[src/dsd_pkg.sv]
// package: register map, field positions, timing and carrier types for the drive status display
package dsd_pkg;

  // ==========================================================
  // register map (byte addresses)
  localparam logic [11:0] DSD_STATE_WORD_ADDR = 12'h040;
  localparam logic [11:0] DSD_INT_STAT_ADDR = 12'h044;
  localparam logic [11:0] DSD_INT_MASK_ADDR = 12'h048;
  localparam logic [11:0] DSD_CODE_ADDR = 12'h04c;
  localparam logic [11:0] DSD_DISP_ADDR = 12'h050;
  localparam logic [31:0] DSD_ZERO32 = 32'h0000_0000;

  // ==========================================================
  // state word bit positions
  localparam int DSD_B_RELEASED = 0;
  localparam int DSD_B_ZERO_CMD = 1;
  localparam int DSD_B_SW_PLUS = 2;
  localparam int DSD_B_SW_MINUS = 3;
  localparam int DSD_B_ICNS = 5;
  localparam int DSD_B_MODE_PI = 6;
  localparam int DSD_B_MODE_PN = 7;
  localparam int DSD_B_MODE_SPD = 8;
  localparam int DSD_B_LOW_SPEED = 9;
  localparam int DSD_B_REF_IN = 10;
  localparam int DSD_B_HOMING = 11;
  localparam int DSD_B_HOMED = 12;
  localparam int DSD_B_IN_TOL = 13;
  localparam int DSD_B_READY = 14;
  localparam int DSD_B_BRAKE = 15;
  localparam int DSD_B_NCLIP_P = 16;
  localparam int DSD_B_NCLIP_N = 17;
  localparam int DSD_B_NCLIP = 18;
  localparam int DSD_B_ICLIP = 19;
  localparam int DSD_B_IRED = 20;
  localparam int DSD_B_ILIM = 21;

  // ==========================================================
  // interrupt status bits
  localparam int DSD_IRQ_W = 4;
  localparam int DSD_I_FAULT = 0;
  localparam int DSD_I_WARN = 1;
  localparam int DSD_I_CMD = 2;
  localparam int DSD_I_RELEASE = 3;

  // ==========================================================
  // warning numbers
  localparam logic [3:0] DSD_WARN_MOTOR_TEMP = 4'h1;
  localparam logic [3:0] DSD_WARN_DEV_TEMP = 4'h2;
  localparam logic [3:0] DSD_WARN_I2T = 4'h3;
  localparam logic [3:0] DSD_WARN_DISABLED = 4'h4;
  localparam logic [3:0] DSD_WARN_NONE = 4'h0;

  // ==========================================================
  // timing
  localparam int DSD_CLK_HZ = 50_000_000;
  localparam int DSD_CMD_MS = 100;
  localparam int DSD_CMD_CYC = DSD_CLK_HZ / 1000 * DSD_CMD_MS;
  localparam int DSD_BLINK_MS = 250;
  localparam int DSD_BLINK_CYC = DSD_CLK_HZ / 1000 * DSD_BLINK_MS;
  localparam int DSD_WARN_MS = 1000;
  localparam int DSD_WARN_CYC = DSD_CLK_HZ / 1000 * DSD_WARN_MS;

  // seven-segment positions of the indicator segments
  localparam int DSD_SEG_CW = 1;
  localparam int DSD_SEG_CCW = 5;
  localparam int DSD_SEG_CURRENT = 4;
  localparam int DSD_SEG_ENABLE = 3;
  localparam int DSD_SEG_STILL = 6;
  localparam int DSD_SEG_CMD = 0;

  // ==========================================================
  // display mode
  typedef enum logic [1:0] {
    DSD_M_NORMAL = 2'b00,
    DSD_M_WARN = 2'b01,
    DSD_M_FAULT = 2'b11
  } dsd_mode_t;

  // ==========================================================
  // drive condition carrier
  typedef struct packed {
    logic released;
    logic speed_cmd_zero;
    logic sw_plus;
    logic sw_minus;
    logic icns;
    logic i_max;
    logic mode_pi;
    logic mode_pn;
    logic mode_spd;
    logic speed_pos;
    logic speed_neg;
    logic low_speed;
    logic ref_in;
    logic homing;
    logic homed;
    logic in_tol;
    logic brake;
    logic nclip_p;
    logic nclip_n;
    logic nclip;
    logic iclip;
    logic ired;
    logic ilim;
  } dsd_cond_t;

  typedef struct packed {
    logic motor_temp;
    logic dev_temp;
    logic i2t;
    logic cpu_alive;
    logic aux_ok;
    logic hw_fail;
    logic fault;
  } dsd_health_t;

  // ==========================================================
  // seven-segment glyphs for 0..f
  function automatic logic [6:0] dsd_glyph(input logic [3:0] v);
    case (v)
      4'h0: dsd_glyph = 7'h3f;
      4'h1: dsd_glyph = 7'h06;
      4'h2: dsd_glyph = 7'h5b;
      4'h3: dsd_glyph = 7'h4f;
      4'h4: dsd_glyph = 7'h66;
      4'h5: dsd_glyph = 7'h6d;
      4'h6: dsd_glyph = 7'h7d;
      4'h7: dsd_glyph = 7'h07;
      4'h8: dsd_glyph = 7'h7f;
      4'h9: dsd_glyph = 7'h6f;
      4'ha: dsd_glyph = 7'h77;
      4'hb: dsd_glyph = 7'h7c;
      4'hc: dsd_glyph = 7'h39;
      4'hd: dsd_glyph = 7'h5e;
      4'he: dsd_glyph = 7'h79;
      default: dsd_glyph = 7'h71;
    endcase
  endfunction

endpackage

[src/dsd_top.sv]
// module: drive state word, front-panel indicators and apb register slave
//
// The implementer's own choice: the APB slave port.
`timescale 1ns/100ps

module dsd_top
  import dsd_pkg::*;
#(
  parameter int CMD_CYC = DSD_CMD_CYC,
  parameter int BLINK_CYC = DSD_BLINK_CYC,
  parameter int WARN_CYC = DSD_WARN_CYC
) (
  input wire logic pclk,
  input wire logic presetn,
  input wire logic psel,
  input wire logic penable,
  input wire logic pwrite,
  input wire logic [11:0] paddr,
  input wire logic [31:0] pwdata,
  output logic [31:0] prdata,
  output logic pready,
  output logic pslverr,
  input wire dsd_cond_t cond_in,
  input wire dsd_health_t health_in,
  input wire logic [3:0] error_no,
  input wire logic cmd_strobe,
  output logic irq,
  output logic ready_relay,
  output logic red_led,
  output logic green_en,
  output logic [6:0] seg,
  output logic seg_dp,
  output logic [3:0] warn_code,
  output logic startup_done,
  output logic standstill_flag
);

  // ==========================================================
  // input synchronisers
  dsd_cond_t cond_s1_r, cond_r;
  dsd_health_t hlth_s1_r, hlth_r;
  logic [3:0] err_s1_r, err_r;
  logic cmd_s1_r, cmd_s2_r, cmd_s3_r;

  always_ff @(posedge pclk or negedge presetn) begin
    if (!presetn) begin
      cond_s1_r <= '0;
      cond_r <= '0;
    end else begin
      cond_s1_r <= cond_in;
      cond_r <= cond_s1_r;
    end
  end

  always_ff @(posedge pclk or negedge presetn) begin
    if (!presetn) begin
      hlth_s1_r <= '0;
      hlth_r <= '0;
    end else begin
      hlth_s1_r <= health_in;
      hlth_r <= hlth_s1_r;
    end
  end

  always_ff @(posedge pclk or negedge presetn) begin
    if (!presetn) begin
      err_s1_r <= 4'h0;
      err_r <= 4'h0;
    end else begin
      err_s1_r <= error_no;
      err_r <= err_s1_r;
    end
  end

  always_ff @(posedge pclk or negedge presetn) begin
    if (!presetn) begin
      cmd_s1_r <= 1'b0;
      cmd_s2_r <= 1'b0;
      cmd_s3_r <= 1'b0;
    end else begin
      cmd_s1_r <= cmd_strobe;
      cmd_s2_r <= cmd_s1_r;
      cmd_s3_r <= cmd_s2_r;
    end
  end

  logic cmd_evt;
  assign cmd_evt = cmd_s2_r & ~cmd_s3_r;

  // ==========================================================
  // blink and timers
  logic [31:0] blink_cnt_r, warn_cnt_r, cmd_cnt_r;
  logic blink_r, warn_phase_r;

  always_ff @(posedge pclk or negedge presetn) begin
    if (!presetn) begin
      blink_cnt_r <= DSD_ZERO32;
      blink_r <= 1'b0;
    end else if (blink_cnt_r >= 32'(BLINK_CYC - 1)) begin
      blink_cnt_r <= DSD_ZERO32;
      blink_r <= ~blink_r;
    end else begin
      blink_cnt_r <= blink_cnt_r + 32'h1;
    end
  end

  always_ff @(posedge pclk or negedge presetn) begin
    if (!presetn) begin
      warn_cnt_r <= DSD_ZERO32;
      warn_phase_r <= 1'b0;
    end else if (warn_cnt_r >= 32'(WARN_CYC - 1)) begin
      warn_cnt_r <= DSD_ZERO32;
      warn_phase_r <= ~warn_phase_r;
    end else begin
      warn_cnt_r <= warn_cnt_r + 32'h1;
    end
  end

  always_ff @(posedge pclk or negedge presetn) begin
    if (!presetn) begin
      cmd_cnt_r <= DSD_ZERO32;
    end else if (cmd_evt) begin
      cmd_cnt_r <= 32'(CMD_CYC);
    end else if (cmd_cnt_r != DSD_ZERO32) begin
      cmd_cnt_r <= cmd_cnt_r - 32'h1;
    end
  end

  // ==========================================================
  // warnings and mode
  logic [3:0] warn_nxt;
  dsd_mode_t mode;

  function automatic logic warn_active(input logic [3:0] w);
    warn_active = (w != DSD_WARN_NONE);
  endfunction

  always_comb begin
    if (hlth_r.motor_temp) begin
      warn_nxt = DSD_WARN_MOTOR_TEMP;
    end else if (hlth_r.dev_temp) begin
      warn_nxt = DSD_WARN_DEV_TEMP;
    end else if (hlth_r.i2t) begin
      warn_nxt = DSD_WARN_I2T;
    end else if (!cond_r.released) begin
      warn_nxt = DSD_WARN_DISABLED;
    end else begin
      warn_nxt = DSD_WARN_NONE;
    end
  end

  always_comb begin
    if (hlth_r.fault) begin
      mode = DSD_M_FAULT;
    end else if (warn_active(warn_nxt)) begin
      mode = DSD_M_WARN;
    end else begin
      mode = DSD_M_NORMAL;
    end
  end

  // ==========================================================
  // startup flag
  always_ff @(posedge pclk or negedge presetn) begin
    if (!presetn) begin
      startup_done <= 1'b0;
    end else if (cond_r.released) begin
      startup_done <= 1'b1;
    end
  end

  // ==========================================================
  // state word
  logic [31:0] state_nxt, state_r;

  always_comb begin
    state_nxt = DSD_ZERO32;
    state_nxt[DSD_B_RELEASED] = cond_r.released;
    state_nxt[DSD_B_ZERO_CMD] = cond_r.speed_cmd_zero;
    state_nxt[DSD_B_SW_PLUS] = cond_r.sw_plus;
    state_nxt[DSD_B_SW_MINUS] = cond_r.sw_minus;
    state_nxt[DSD_B_ICNS] = cond_r.icns;
    state_nxt[DSD_B_MODE_PI] = cond_r.mode_pi;
    state_nxt[DSD_B_MODE_PN] = cond_r.mode_pn;
    state_nxt[DSD_B_MODE_SPD] = cond_r.mode_spd;
    state_nxt[DSD_B_LOW_SPEED] = cond_r.low_speed;
    state_nxt[DSD_B_REF_IN] = cond_r.ref_in;
    state_nxt[DSD_B_HOMING] = cond_r.homing;
    state_nxt[DSD_B_HOMED] = cond_r.homed;
    state_nxt[DSD_B_IN_TOL] = cond_r.in_tol;
    state_nxt[DSD_B_READY] = ~hlth_r.fault;
    state_nxt[DSD_B_BRAKE] = cond_r.brake;
    state_nxt[DSD_B_NCLIP_P] = cond_r.nclip_p;
    state_nxt[DSD_B_NCLIP_N] = cond_r.nclip_n;
    state_nxt[DSD_B_NCLIP] = cond_r.nclip;
    state_nxt[DSD_B_ICLIP] = cond_r.iclip;
    state_nxt[DSD_B_IRED] = cond_r.ired;
    state_nxt[DSD_B_ILIM] = cond_r.ilim;
  end

  always_ff @(posedge pclk or negedge presetn) begin
    if (!presetn) begin
      state_r <= DSD_ZERO32;
      ready_relay <= 1'b0;
    end else begin
      state_r <= state_nxt;
      ready_relay <= ~hlth_r.fault;
    end
  end

  // ==========================================================
  // front-panel drive
  logic [6:0] seg_nxt;
  logic [6:0] state_seg;
  logic still;

  assign still = ~cond_r.speed_pos & ~cond_r.speed_neg;

  always_comb begin
    state_seg = 7'h00;
    state_seg[DSD_SEG_ENABLE] = startup_done ? cond_r.released : blink_r;
    state_seg[DSD_SEG_STILL] = still;
    state_seg[DSD_SEG_CW] = cond_r.speed_pos;
    state_seg[DSD_SEG_CCW] = cond_r.speed_neg;
    state_seg[DSD_SEG_CURRENT] = cond_r.icns ? blink_r : cond_r.i_max;
    state_seg[DSD_SEG_CMD] = (cmd_cnt_r != DSD_ZERO32);
  end

  always_comb begin
    case (mode)
      DSD_M_FAULT: seg_nxt = dsd_glyph(err_r);
      DSD_M_WARN: seg_nxt = warn_phase_r ? dsd_glyph(warn_nxt) : state_seg;
      default: seg_nxt = state_seg;
    endcase
  end

  always_ff @(posedge pclk or negedge presetn) begin
    if (!presetn) begin
      seg <= 7'h00;
    end else begin
      seg <= seg_nxt;
    end
  end

  always_ff @(posedge pclk or negedge presetn) begin
    if (!presetn) begin
      seg_dp <= 1'b0;
    end else begin
      seg_dp <= hlth_r.cpu_alive & hlth_r.aux_ok & ~hlth_r.hw_fail & blink_r;
    end
  end

  always_ff @(posedge pclk or negedge presetn) begin
    if (!presetn) begin
      red_led <= 1'b0;
      green_en <= 1'b0;
    end else begin
      red_led <= (mode == DSD_M_FAULT) | ((mode == DSD_M_WARN) & warn_phase_r);
      green_en <= (mode != DSD_M_FAULT);
    end
  end

  always_ff @(posedge pclk or negedge presetn) begin
    if (!presetn) begin
      warn_code <= 4'h0;
    end else begin
      warn_code <= warn_nxt;
    end
  end

  always_ff @(posedge pclk or negedge presetn) begin
    if (!presetn) begin
      standstill_flag <= 1'b0;
    end else begin
      standstill_flag <= still;
    end
  end

  // ==========================================================
  // interrupts
  logic [DSD_IRQ_W-1:0] ist_r, imask_r, ievt;
  logic fault_d_r, warn_d_r, rel_d_r;
  logic rd_en, wr_en;

  assign rd_en = psel & penable & ~pwrite;
  assign wr_en = psel & penable & pwrite;

  always_comb begin
    ievt = '0;
    ievt[DSD_I_FAULT] = hlth_r.fault & ~fault_d_r;
    ievt[DSD_I_WARN] = warn_active(warn_nxt) & ~warn_d_r;
    ievt[DSD_I_CMD] = cmd_evt;
    ievt[DSD_I_RELEASE] = cond_r.released & ~rel_d_r;
  end

  always_ff @(posedge pclk or negedge presetn) begin
    if (!presetn) begin
      fault_d_r <= 1'b0;
      warn_d_r <= 1'b0;
      rel_d_r <= 1'b0;
    end else begin
      fault_d_r <= hlth_r.fault;
      warn_d_r <= warn_active(warn_nxt);
      rel_d_r <= cond_r.released;
    end
  end

  always_ff @(posedge pclk or negedge presetn) begin
    if (!presetn) begin
      ist_r <= '0;
    end else if (rd_en && paddr == DSD_INT_STAT_ADDR) begin
      ist_r <= ievt;
    end else begin
      ist_r <= ist_r | ievt;
    end
  end

  always_ff @(posedge pclk or negedge presetn) begin
    if (!presetn) begin
      imask_r <= '0;
    end else if (wr_en && paddr == DSD_INT_MASK_ADDR) begin
      imask_r <= pwdata[DSD_IRQ_W-1:0];
    end
  end

  always_ff @(posedge pclk or negedge presetn) begin
    if (!presetn) begin
      irq <= 1'b0;
    end else begin
      irq <= |(ist_r & imask_r);
    end
  end

  // ==========================================================
  // apb slave: zero wait states, unmapped addresses give pslverr
  logic [31:0] rd_nxt;
  logic err_nxt;

  always_comb begin
    rd_nxt = DSD_ZERO32;
    err_nxt = 1'b0;
    if (paddr == DSD_STATE_WORD_ADDR) begin
      rd_nxt = state_r;
      err_nxt = pwrite;
    end else if (paddr == DSD_INT_STAT_ADDR) begin
      rd_nxt = {{(32-DSD_IRQ_W){1'b0}}, ist_r};
      err_nxt = pwrite;
    end else if (paddr == DSD_INT_MASK_ADDR) begin
      rd_nxt = {{(32-DSD_IRQ_W){1'b0}}, imask_r};
    end else if (paddr == DSD_CODE_ADDR) begin
      rd_nxt = {24'h000000, warn_nxt, err_r};
      err_nxt = pwrite;
    end else if (paddr == DSD_DISP_ADDR) begin
      rd_nxt = {20'h00000, startup_done, ready_relay, red_led, green_en, seg_dp, seg};
      err_nxt = pwrite;
    end else begin
      err_nxt = 1'b1;
    end
  end

  always_ff @(posedge pclk or negedge presetn) begin
    if (!presetn) begin
      prdata <= DSD_ZERO32;
      pready <= 1'b0;
      pslverr <= 1'b0;
    end else begin
      pready <= psel & ~penable;
      pslverr <= psel & ~penable & err_nxt;
      prdata <= (psel & ~penable & ~pwrite) ? rd_nxt : DSD_ZERO32;
    end
  end

endmodule

[config.mk]
export PLATFORM = sky130hd
export DESIGN_NAME = dsd_top
export DESIGN_NICKNAME = d
export VERILOG_FILES = /design/src/dsd_pkg.sv /design/src/dsd_top.sv
export SDC_FILE = /design/constraint.sdc
export NUM_CORES = 1
export LEC_CHECK = 0
export BUFFER_PORTS_ARGS = -buffer_cell sky130_fd_sc_hd__buf_2
export CORE_AREA = 5 5 151 153
export DETAILED_ROUTE_END_ITERATION = 16
export DIE_AREA = 0 0 156 158
export MAX_ROUTING_LAYER = met4
export PLACE_DENSITY_LB_ADDON = 0.25
export SYNTH_ARGS = -nofsm -noshare
export SYNTH_HDL_FRONTEND = slang
export SYNTH_SLANG_ARGS = --single-unit
[constraint.sdc]
create_clock -name pclk -period 3.2 [get_ports pclk]
set_clock_uncertainty 0.05 [all_clocks]
set_input_delay 0.96 -clock pclk [delete_from_list [all_inputs] [get_ports pclk]]
set_output_delay 0.96 -clock pclk [all_outputs]
set_load 0.01 [all_outputs]
Yosys cells after proc, flatten, opt, wreduce, memory -nomap -nowiden
Memories as Yosys holds them, arrays and structs flattened.
Index checks and enable logic that the tools add are counted.
{"block": "op_classes", "addsub": 3, "n_lt_le_gt_ge": 2, "eq_ne": 8, "muxes": 26, "n_bitwise": 30, "reduce_logical": 6}
{"cell": "32-bit two-way mux", "n": 9}
{"cell": "32-bit by 1-bit adder with 32-bit output (second input constant)", "n": 2}
{"cell": "12-bit by 7-bit equality test with 1-bit output (second input constant)", "n": 5}
{"cell": "32-bit by 24-bit greater-or-equal comparator with 1-bit output (second input constant)", "n": 1}
{"cell": "32-bit by 26-bit greater-or-equal comparator with 1-bit output (second input constant)", "n": 1}
{"cell": "32-bit nonzero test", "n": 1}
{"cell": "32-bit by 1-bit subtractor with 32-bit output (second input constant)", "n": 1}
{"cell": "1-bit bitwise AND", "n": 15}
{"cell": "7-bit case mux with 2 select lines", "n": 1}
{"cell": "12-bit two-way mux", "n": 1}
{"cell": "3-bit two-way mux", "n": 4}
{"cell": "1-bit NOT", "n": 12}
{"cell": "1-bit two-way mux", "n": 8}
{"cell": "7-bit two-way mux", "n": 1}
{"cell": "4-bit bitwise AND", "n": 1}
{"cell": "4-bit two-way mux", "n": 1}
{"cell": "4-bit bitwise OR", "n": 1}
{"cell": "4-bit nonzero test", "n": 1}
{"cell": "4-bit OR reduction", "n": 1}
{"cell": "2-bit by 1-bit equality test with 1-bit output (second input constant)", "n": 1}
{"cell": "2-bit equality test (second input constant)", "n": 1}
{"cell": "1-bit logical AND", "n": 2}
{"cell": "2-bit two-way mux", "n": 1}
{"cell": "2-bit inequality test (second input constant)", "n": 1}
{"cell": "other kinds (2)", "n": 2}
{"block": "word_totals", "register_bits": 253, "romBits": 224, "inputBits": 84, "word_cells": 165, "mem_count": 2}
{"name": "(name not given)", "depth": 16, "word_bits": 7, "rd": 1, "rd_ports_with_merged_regs": 0, "wr": 0, "line_no": "dsd_pkg.sv:120", "source": "case (v)"}
{"name": "(name not given)", "depth": 16, "word_bits": 7, "rd": 1, "rd_ports_with_merged_regs": 0, "wr": 0, "line_no": "dsd_pkg.sv:120"}

Longest topological paths before layout
Gate-level depths: netlist (run 1).
{"block": "depth", "ltp_word": 10, "ltp_mapped": 10}

Least setup slack after synthesis (run 1)
OpenSTA, ideal clock, no wires.
{"block": "synth_timing", "path_type": "input to register", "startpoint": "input port paddr[9]", "endpoint": "register prdata[1]", "setup_ns": 0.073, "t_arrival_ns": 2.513, "required_time_ns": 3.077, "path_slack_ns": 0.563, "path_stages": 6, "path_buffers": 1, "cell_sequence": "nor4_1 nand4b_1 nor4b_1 clkbuf_1 a222oi_1 nor2_1"}
{"block": "synth_between", "elab_chain_cells": 7, "word_cells_on_any_way": 11, "cone_classes": "eq/ne (5); mux (6)"}
{"item": "start, declared", "line_no": "dsd_top.sv:18", "source": "input wire logic [11:0] paddr,"}
{"item": "12-bit by 7-bit equality test with 1-bit output", "line_no": "dsd_top.sv:353", "source": "end else if (paddr == DSD_DISP_ADDR) begin"}
{"item": "12-bit two-way mux", "line_no": "dsd_top.sv:353"}
{"item": "32-bit two-way mux", "line_no": "dsd_top.sv:350", "source": "end else if (paddr == DSD_CODE_ADDR) begin"}
{"item": "32-bit two-way mux", "line_no": "dsd_top.sv:348", "source": "end else if (paddr == DSD_INT_MASK_ADDR) begin"}
{"item": "32-bit two-way mux", "line_no": "dsd_top.sv:345", "source": "end else if (paddr == DSD_INT_STAT_ADDR) begin"}
{"item": "32-bit two-way mux *", "line_no": "dsd_top.sv:342", "source": "if (paddr == DSD_STATE_WORD_ADDR) begin"}
{"item": "32-bit two-way mux *", "line_no": "dsd_top.sv:369", "source": "prdata <= (psel & ~penable & ~pwrite) ? rd_nxt : DSD_ZERO32;"}
{"item": "end signal, assigned", "line_no": "dsd_top.sv:369"}
{"item": "end, declared", "line_no": "dsd_top.sv:20", "source": "output logic [31:0] prdata,"}
Mark *: on every way between the ends. The rest lies on a longest branch, timed or not.
A chain may end at the register's enable or synchronous reset.

Worst setup path in the final report (run 1)
{"block": "layout_timing", "startpoint": "register cmd_cnt_r[3]", "endpoint": "register cmd_cnt_r[23]"}
{"block": "layout_between", "elab_chain_cells": 3, "word_cells_on_any_way": 5, "cone_classes": "add/sub (1); mux (2); reduce/logical (2)"}
{"item": "start, declared", "line_no": "dsd_top.sv:92", "source": "logic [31:0] blink_cnt_r, warn_cnt_r, cmd_cnt_r;"}
{"item": "start signal, assigned", "line_no": "dsd_top.sv:123", "source": "cmd_cnt_r <= 32'(CMD_CYC);"}
{"item": "start signal, assigned", "line_no": "dsd_top.sv:125", "source": "cmd_cnt_r <= cmd_cnt_r - 32'h1;"}
{"item": "32-bit by 1-bit subtractor with 32-bit output", "line_no": "dsd_top.sv:125"}
{"item": "32-bit two-way mux", "line_no": "dsd_top.sv:124", "source": "end else if (cmd_cnt_r != DSD_ZERO32) begin"}
{"item": "32-bit two-way mux", "line_no": "dsd_top.sv:122", "source": "end else if (cmd_evt) begin"}
Parallel ways exist; a longest one is shown, timed or not. The select of a mux whose other input is x is not followed.

==> impl_metrics.csv, run 1 <==
group,metric,value,unit
clock_tree,clock_sinks,240,
placed_design,numPortBuffers,96,
drt,via_per_inst,5.07,
logic_synthesis,synth-main-ff-cell,"dfrtp_1",
drt,antenna_violating_nets_post_route,0,
die,ioPinCount,136,
clock_tree,postCtsSetupBuffers,0,
global_route,grt_pass1_wl,30800,um
worst_setup_path,critPathCaptureType,"flop",
drt,routed-wl-met3,790,um
pwr,power,6.92,mW
worst_setup_path,r2r_setup_slack,0.75,ns
timing,fmax,0.408,GHz
outcome,status,"finished, final reports clean",
drt,dr.pass1.iters,5,
placed_design,post-dp-hpwl,12700,um
timing,tightest_slew,0.726,ns
worst_setup_path,worstSetupStartpointType,"flop",
clock_tree,cts_max_path_buffers,3,
layout,final_nets,1002,
logic_synthesis,synth.avg_cell_area,12.2,um^2
hold_path,hold_path_class,"in2async",
worst_setup_path,crit_path_max_fanout,8,
drt,wl_met2,8660,um
die,start_util,44.0,%
timing,tns,0,ns
layout,area_growth,19.0,%
layout,fillCellCount,1854,
worst_setup_path,worstSetupPathType,"reg2reg",
layout,regArea,0.00601,mm^2
layout,final_core_util,52.4,%
placed_design,placedInstanceArea,0.0103,mm^2
timing,setup_violations,0,
clock_tree,clock_latency,0.51,ns
layout,drive_gt1_share,20.3,%
logic_synthesis,synth_cell_types,68,
drt,num_vias,6095,
logic_synthesis,syn_area,0.00943,mm^2
drt,drc,0,
layout,mostFrequentLayoutCell,"dfrtp_1",
global_route,grt_antenna_before_repair,0,
clock_tree,ctsResizeCount,0,
timing,drv_slew,0,
clock_tree,clock-root-buffer,"clkbuf_16",
clock_tree,clk_pin_slew,0.06,ns
drt,drt_wl_total,18400,um
clock_tree,tritoncts,"done",
layout,final_cell_mix,"dfrtp_1 (240), buf_2 (95), nor2_1 (92)",
die,die_y,158,um
drt,drt_iter0_markers,299,
timing,min_period,2.45,ns
logic_synthesis,synth_warnings,0,
clock_tree,numCtsBuffers,26,
drt,routed.top_layer,"met4",
die,row_count,54,
clock_tree,hold_buffers,0,
timing,slew_headroom,51.1,%
pwr,power_density,617,mW/mm^2
global_route,grt_max_degree,83,
clock_tree,h-tree-depth,1,
layout,multiInputGateArea,0.00325,mm^2
worst_setup_path,critPathRequiredTime,3.59,ns
logic_synthesis,synth_edf_count,0,
pwr,leakagePower,4.96,nW
drt,wl_met1,8660,um
logic_synthesis,synth_seq_cells,240,
die,die-area,0.0246,mm^2
global_route,first_global_vias,6078,
logic_synthesis,seq_area_frac_synth,63.7,%
logic_synthesis,netlist_instances,775,
timing,rsz0062_at_grt,"false",
timing,timing.final.crit_share,76.7,%
drt,wire_per_inst,15.3,um
timing,worst_hold_slack,0.295,ns
global_route,grt_usage,15.5,%
die,core,0.0214,mm^2
die,dieWidth,156,um
layout,insertedDiodeCount,0,
placed_design,gp_congestion,0.835,
timing,hold_violations,0,
worst_setup_path,crit_arrival,2.84,ns
global_route,overflow,0,
pwr,irDropWorstVdd,0.000459,V
logic_synthesis,async_reset_ff_share,100,%
layout,final_area,0.0112,mm^2
flow_run,drv_cap,0,
## area by class of cell
class,count,area share [%]
Clock buffer,34,6.43
Clock inverter,13,1.75
Inverter,21,0.703
Multi-Input combinational cell,505,29.0
Sequential cell,240,53.5
Tap cell,280,3.12
Timing Repair Buffer,109,5.46
## critical path, cell delays in order, from the launching register on
cell	delay (ns)
dfrtp_1	0.45
or4_1	0.69
nor3_1	0.38
o211ai_2	0.27
nor4_1	0.32
mux2i_1	0.23
## cells in the mapped netlist, types with 14 or more instances
cell      instances  area share [%]
o21ai_0          21             1.1
clkbuf_1         17            0.68
inv_1            21            0.84
ha_1             15             2.0
nor2_1           92             3.7
dfrtp_1         240              64
nand2_1          35             1.4
nor3_1           17            0.90
nand3_1          31             1.6
xor2_1           30             2.8
nand4_1          14            0.93
a21oi_1          22             1.2
and2_1           14            0.93
xnor2_1          27             2.5
nor4_1           16             1.1
## state kept, by name, indices dropped and copies added (netlist names), 21 cells and up
register     cells
blink_cnt_r     32
cmd_cnt_r       32
cond_r          23
cond_s1_r       23
prdata          22
state_r         21
warn_cnt_r      32
## path summary, 6_finish.rpt
check | start | to | cells past startpoint
max | cmd_cnt_r[3]$_DFFE_PN0P_ | cmd_cnt_r[23]$_DFFE_PN0P_ | 5
min | presetn | warn_cnt_r[27]$_DFF_PN0_ | 1
max reg2reg | cmd_cnt_r[3]$_DFFE_PN0P_ | cmd_cnt_r[23]$_DFFE_PN0P_ | 5
min reg2reg | cond_r[21]$_DFF_PN0_ | state_r[1]$_DFF_PN0_ | 0
max in group asynchronous | presetn | prdata[13]$_DFF_PN0_ | 2
min in group pclk | cond_r[21]$_DFF_PN0_ | state_r[1]$_DFF_PN0_ | 0
## per-layer routing
metal | up-vias | GRT usage, %
met3 | 26 | 2.46
met4 | 0 | 3.33
met5 | - | -
li1 | 2951 | -
met2 | 128 | 23.6
met1 | 2990 | 22.3
## metrics by stage
stage	worst slack [ns]	cells
2_1_floorplan	0.563	799
3_3_place_gp	0.462	1155
3_5_place_dp	0.463	1155
4_1_cts	0.733	1202
5_1_grt	0.530	1202
6_report	0.746	1202
## cell families after synthesis
kind of cell               after synthesis  synth area share [%]
AOI/OAI and AO/OA                      103                  7.85
xor gates and xnor gates                57                  5.30
adders and majority gates               15                  1.99
other                                    1                0.0398
buffers and inverters                   54                  2.79
muxes                                   19                  2.32
and+or+nand+nor                        286                  16.0
DFF                                    240                  63.7
## power by group
group	internal (mW)	leakage (nW)	switching, mW
clock	1.99	0.452	1.16
combinational	0.179	1.52	0.288
sequential	3.18	2.99	0.119
Power figures use the tool's default switching activity.
==> run 2, diff against run 1 <==
Settings changed: ABC_AREA set to 1, CORE_AREA 5 5 151 153 to 5 5 159 161, DIE_AREA 0 0 156 158 to 0 0 164 166.
Clock period 3.2 ns to 2.2 ns, I/O delays scaled along.
==> run 2 against run 1 <==
Via count up 27%. First-iteration DRC count up 55%. Wire length up 17%. Core utilization down 0.59 points. Power up 44%. Setup slack worse by 0.39 ns.
==> impl_metrics.csv, run 2 <==
group,metric,value,unit
global_route,first_global_vias,7523,
die,die_y,166,um
global_route,grt_max_degree,57,
clock_tree,postCtsSetupBuffers,0,
layout,drive_gt1_share,17.5,%
drt,drc,0,
drt,wire_per_inst,13.2,um
timing,tns,0,ns
layout,fin_cells,1631,
clock_tree,clock-root-buffer,"clkbuf_16",
layout,area_growth,18.3,%
worst_setup_path,crit_arrival,2.19,ns
layout,multiInputGateArea,0.00386,mm^2
pwr,p_clk_share,44.5,%
drt,drt_iter0_markers,462,
pwr,irDropWorstVdd,0.000441,V
worst_setup_path,worstSetupPathType,"reg2reg",
placed_design,gp_congestion,0.898,
die,row_count,57,
die,start_util,43.8,%
outcome,status,"finished, final reports clean",
pwr,power_density,808,mW/mm^2
layout,final_nets,1388,
drt,drt_wl_total,21500,um
timing,rsz0062_at_grt,"false",
timing,slew_headroom,65.1,%
clock_tree,clock_latency,0.53,ns
clock_tree,clock_sinks,240,
timing,fmax,0.542,GHz
placed_design,placed_cells,1585,
die,core,0.0238,mm^2
layout,mostFrequentLayoutCell,"dfrtp_1",
logic_synthesis,syn_area,0.0104,mm^2
placed_design,post-dp-hpwl,15900,um
layout,final_cell_mix,"dfrtp_1 (240), nand2_1 (235), nor2_1 (191)",
drt,num_vias,7723,
pwr,p_int,7.57,mW
logic_synthesis,yosysTopAreaCell,"dfrtp_1",
placed_design,numPortBuffers,96,
logic_synthesis,yosysMostFrequentCell,"dfrtp_1",
worst_setup_path,crit_path_max_fanout,10,
logic_synthesis,synth_common_cells,"dfrtp_1 (240), nand2_1 (235), nor2_1 (191)",
logic_synthesis,synth_area_leaders,"dfrtp_1 (58%), nand2_1 (8.5%), nor2_1 (6.9%)",
logic_synthesis,netlist_instances,1147,
pwr,switching_power,2.41,mW
clock_tree,clk_pin_slew,0.06,ns
logic_synthesis,netlist.area_leader.share,57.6,%
timing,setup_violations,0,
layout,regArea,0.00601,mm^2
timing,min_period,1.85,ns
drt,via_per_inst,4.74,
clock_tree,tritoncts,"done",
clock_tree,cts_max_path_buffers,3,
timing,hold_violations,0,
pwr,p_sw_share,24.1,%
pwr,leakagePower,5.81,nW
worst_setup_path,worstSetupStartpointType,"flop",
global_route,grt_usage,16.4,%
logic_synthesis,synth_seq_cells,240,
logic_synthesis,seq_area_frac_synth,57.6,%
logic_synthesis,async_reset_ff_share,100,%
logic_synthesis,synth_cell_types,46,
hold_path,hold_path_class,"in2async",
timing,timing.final.crit_share,83.9,%
logic_synthesis,synth_warnings,0,
clock_tree,numCtsBuffers,26,
die,die-area,0.0272,mm^2
die,ioPinCount,136,
flow_run,drv_cap,0,
timing,tightest_slew,0.520,ns
logic_synthesis,synth-main-ff-cell,"dfrtp_1",
pwr,seqPwrFrac,47.6,%
pwr,comb_power_share,7.9,%
worst_setup_path,critPathRequiredTime,2.55,ns
global_route,overflow,0,
layout,fillCellCount,2273,
logic_synthesis,synth_edf_count,0,
timing,drv_slew,0,
worst_setup_path,critPathCaptureType,"flop",
clock_tree,h-tree-depth,1,
drt,antenna_violating_nets_post_route,0,
drt,dr.pass1.iters,5,
die,dieWidth,164,um
global_route,grt_antenna_before_repair,0,
global_route,grt_pass1_wl,36200,um
logic_synthesis,synth.avg_cell_area,9.10,um^2
layout,insertedDiodeCount,0,
layout,reg_top3,"blink_cnt_r x32, cmd_cnt_r x32, warn_cnt_r x32",
## run 2: cell types whose count changed after synthesis, moves of 13 or more
cell     delta
nand2_1   +200
inv_1     +102
nor2_1     +99
nand3_1    +45
nor2_2     +30
xnor2_1    -16
and2_1     -14
nor4_1     -14
mux2_2     -13
## run 2: routing by layer
layer	GRT usage (%)	up-vias	part of all wire (%)	routed length, um
met2	26.8	176	48	10300
li1	-	3884	-	-
met4	4.23	0	1.9	399
met1	21.7	3635	45	9660
met3	2.51	28	5.5	1180
met5	-	-	0	0
## run 2: repair_timing
action / 4_1_cts / 5_1_grt
resized for setup: 0 / 1
setup endpoints to repair: 0 / 1
hold buffers: 0 / 0
## run 2: final timing paths
kind	start	to	slack [ns]	cells after the start
worst max-delay path	blink_cnt_r[0]$_DFF_PN0_	blink_cnt_r[13]$_DFF_PN0_	0.35	11
worst min-delay path	presetn	state_r[2]$_DFF_PN0_	0.01	1
worst max register to register	blink_cnt_r[0]$_DFF_PN0_	blink_cnt_r[13]$_DFF_PN0_	0.35	11
worst min register to register	cond_r[1]$_DFF_PN0_	state_r[20]$_DFF_PN0_	0.29	0
max in group asynchronous	presetn	warn_cnt_r[1]$_DFF_PN0_	1.49	2
min in group pclk	health_in[5]	hlth_s1_r[5]$_DFF_PN0_	0.18	1
## run 2: kinds of logic (layout without fill, tap and decap cells)
family | count (synthesis) | after routing | share of synthesized area (%)
flip-flops | 240 | 240 | 57.6
XOR/XNOR | 29 | 29 | 2.43
other | 1 | 25 | 0.0359
buffers and inverters | 153 | 289 | 6.33
adder cells (fa/ha/maj) | 15 | 15 | 1.80
AND/OR/NAND/NOR | 621 | 621 | 26.9
AO/OA/AOI/OAI | 88 | 88 | 4.89
## run 2: worst max-delay path: stages (launching register included)
cell and delay (ns):
dfrtp_1 0.45, ha_1 0.20, nand2_1 0.09, nor2_1 0.23, inv_1 0.12, nand2_1 0.08, nand2_1 0.05, nand2_1 0.09
nand2_1 0.06, nand2_1 0.07, buf_4 0.18, nor3_1 0.06
## run 2: cell type report
type                    instances  share of cell area [%]
well taps                     324                    3.29
multi-input cells             778                    31.3
inverters                     130                    4.00
clock inverters                13                    1.42
repair buffers                113                    5.52
clock buffers                  33                    5.81
flip-flops and latches        240                    48.7
## run 2: stage by stage
step	area (um^2)	utilization [%]	worst slack (ns)	power, mW	hold WS, ns
global placement	11400	48.0	0.183	5.61	0.282
global route	12300	51.8	0.0597	10.4	0.0312
CTS	12300	51.8	0.277	10.1	0.0185
floorplan	10500	-	0.519	5.28	0.281
finish	12300	51.8	0.354	9.97	0.00969
detailed placement	11400	48.0	0.155	5.63	0.285
## run 2: power by group through the flow
stage	combinational (mW)	sequential, mW	clock [mW]
2_1_floorplan	0.485	4.80	0
3_3_place_gp	0.790	4.82	0
3_5_place_dp	0.799	4.83	0
4_1_cts	0.804	4.75	4.55
5_1_grt	0.900	4.77	4.76
6_report	0.788	4.75	4.44
==> run 3, diff against run 2 <==
Clock period 2.2 ns to 1.74 ns, I/O delays scaled along.
==> run 3 against run 2 <==
Clock-buffer cell count up 2. Die area unchanged. Final cell count up 3.7%. Critical endpoint is now seg[5]$_DFF_PN0_. Largest cell class unchanged. Largest power group unchanged.
==> impl_metrics.csv, run 3 (synthesis results as in run 2) <==
group,metric,value,unit
worst_setup_path,crit_slowest_cell,"dfrtp_2",
clock_tree,clk_pin_slew,0.06,ns
die,row_count,57,
timing,tns,0,ns
die,die-area,0.0272,mm^2
clock_tree,cts_max_path_buffers,3,
worst_setup_path,critPathCaptureType,"flop",
layout,insertedDiodeCount,0,
worst_setup_path,worstSetupPathType,"reg2reg",
pwr,power_density,1000,mW/mm^2
timing,fmax,0.589,GHz
drt,drt_iter0_markers,388,
layout,area_growth,24.5,%
worst_setup_path,cpMostUsedCell,"nor2_2",
pwr,irDropWorstVdd,0.000782,V
clock_tree,clock-root-buffer,"clkbuf_16",
drt,wire_per_inst,13.3,um
timing,setup_ws,0.0419,ns
placed_design,pre_cts_ws,-0.173,ns
drt,via_per_inst,4.69,
worst_setup_path,cp_num_buf_inv,1,
timing,setup_violations,0,
drt,drt_wl_total,22500,um
die,die_y,166,um
timing,rsz0062_at_grt,"true",
worst_setup_path,crit_arrival,2.08,ns
clock_tree,tritoncts,"done",
drt,antenna_violating_nets_post_route,0,
placed_design,gp_congestion,0.941,
clock_tree,clock_sinks,240,
drt,dr.pass1.iters,5,
outcome,status,"finished, final reports clean",
clock_tree,clock_latency,0.52,ns
worst_setup_path,critPathRequiredTime,2.12,ns
layout,final_nets,1446,
placed_design,post-dp-hpwl,16700,um
global_route,grt_usage,17.1,%
die,core,0.0238,mm^2
worst_setup_path,worstSetupStartpointType,"flop",
layout,final_area,0.0130,mm^2
timing,hold_violations,0,
layout,final_cell_mix,"dfrtp_1 (238), nand2_1 (226), nor2_1 (175)",
drt,drc,0,
clock_tree,numCtsBuffers,26,
layout,mostFrequentLayoutCell,"dfrtp_1",
timing,drv_slew,0,
global_route,grt_antenna_before_repair,0,
timing,timing.final.crit_share,97.6,%
hold_path,hold_path_class,"in2reg",
placed_design,placedInstanceArea,0.0118,mm^2
layout,reg_top3,"blink_cnt_r x32, cmd_cnt_r x32, warn_cnt_r x32",
die,ioPinCount,136,
global_route,overflow,0,
timing,min_period,1.70,ns
global_route,grt_max_degree,50,
placed_design,numPortBuffers,96,
layout,fin_cells,1691,
placed_design,placed_cells,1636,
global_route,first_global_vias,7826,
global_route,grt_pass1_wl,37700,um
flow_run,drv_cap,0,
die,start_util,43.8,%
die,dieWidth,164,um
clock_tree,h-tree-depth,1,
drt,num_vias,7930,
layout,drive_gt1_share,23.8,%
worst_setup_path,crit_path_max_fanout,3,
worst_setup_path,max_stage_delay,0.44,ns
pwr,leakagePower,6.12,nW
worst_setup_path,path_cells,"nor2_2, nor2_2, buf_4, ha_1, or2_2, nand2_1, o211ai_1, nand3_1",
worst_setup_path,path_delay_family,"simple AND/OR/NAND/NOR gates",
==> run 3: what timing repair did <==
| item | in CTS | in global routing |
|---|---|---|
| hold buffers | 1 | 0 |
| setup endpoints to repair | 13 | 82 |
| buffers inserted | 0 | 5 |
| endpoints found under the hold margin | 25 | 0 |
| cloned | 0 | 1 |
| pin swaps | 0 | 9 |
| resized for setup | 3 | 57 |
==> run 3: per-layer routing <==
metal  routed length, um  GRT usage (%)
met5                   0              -
met4                 476           4.19
met3                1170           2.48
met2               10700           27.7
met1               10200           22.9
==> run 3: worst register-to-register path, delay by kind of cell, from the launching register on <==
kind | cells | cell delay (ns)
compound gates | 1 | 0.08
buf+inv | 1 | 0.14
fa+ha+maj | 1 | 0.19
simple gates | 5 | 0.74
flops | 1 | 0.44
==> run 3: path summary, 6_finish.rpt <==
kind / startpoint / end / slack, ns / cells past startpoint
max: hlth_r[4]$_DFF_PN0_ / seg[5]$_DFF_PN0_ / 0.04 / 8
min in group asynchronous: presetn / seg[2]$_DFF_PN0_ / 0.43 / 2
min: cond_in[14] / cond_s1_r[14]$_DFF_PN0_ / 0.06 / 1
min reg2reg: cond_s1_r[20]$_DFF_PN0_ / cond_r[20]$_DFF_PN0_ / 0.29 / 0
max reg2reg: hlth_r[4]$_DFF_PN0_ / seg[5]$_DFF_PN0_ / 0.04 / 8
max in group asynchronous: presetn / hlth_r[4]$_DFF_PN0_ / 0.62 / 3
==> run 3: through the flow <==
| stage | hold WS (ns) | total power, mW | util (%) |
|---|---|---|---|
| after floorplan | 0.176 | 6.68 | - |
| after global placement | 0.282 | 7.19 | 49.6 |
| after detailed placement | 0.285 | 7.21 | 49.6 |
| after CTS | 0.0406 | 13.2 | 53.6 |
| after global routing | 0.0412 | 13.6 | 54.5 |
| final | 0.0633 | 13.0 | 54.5 |
==> run 3: report_power, final <==
| group | switching (mW) | total (mW) | leakage [nW] | internal (mW) |
|---|---|---|---|---|
| clock | 2.17 | 5.88 | 0.459 | 3.70 |
| combinational | 0.700 | 1.14 | 2.68 | 0.439 |
| sequential | 0.176 | 6.01 | 2.99 | 5.83 |
==> run 3: final cells by class <==
type	count	area [um^2]
clock inverters	13	196
multi-input cells	778	4030
well taps	324	405
inverters	130	500
repair buffers	171	1120
clock buffers	35	736
fillers	2165	10800
flip-flops and latches	240	6010
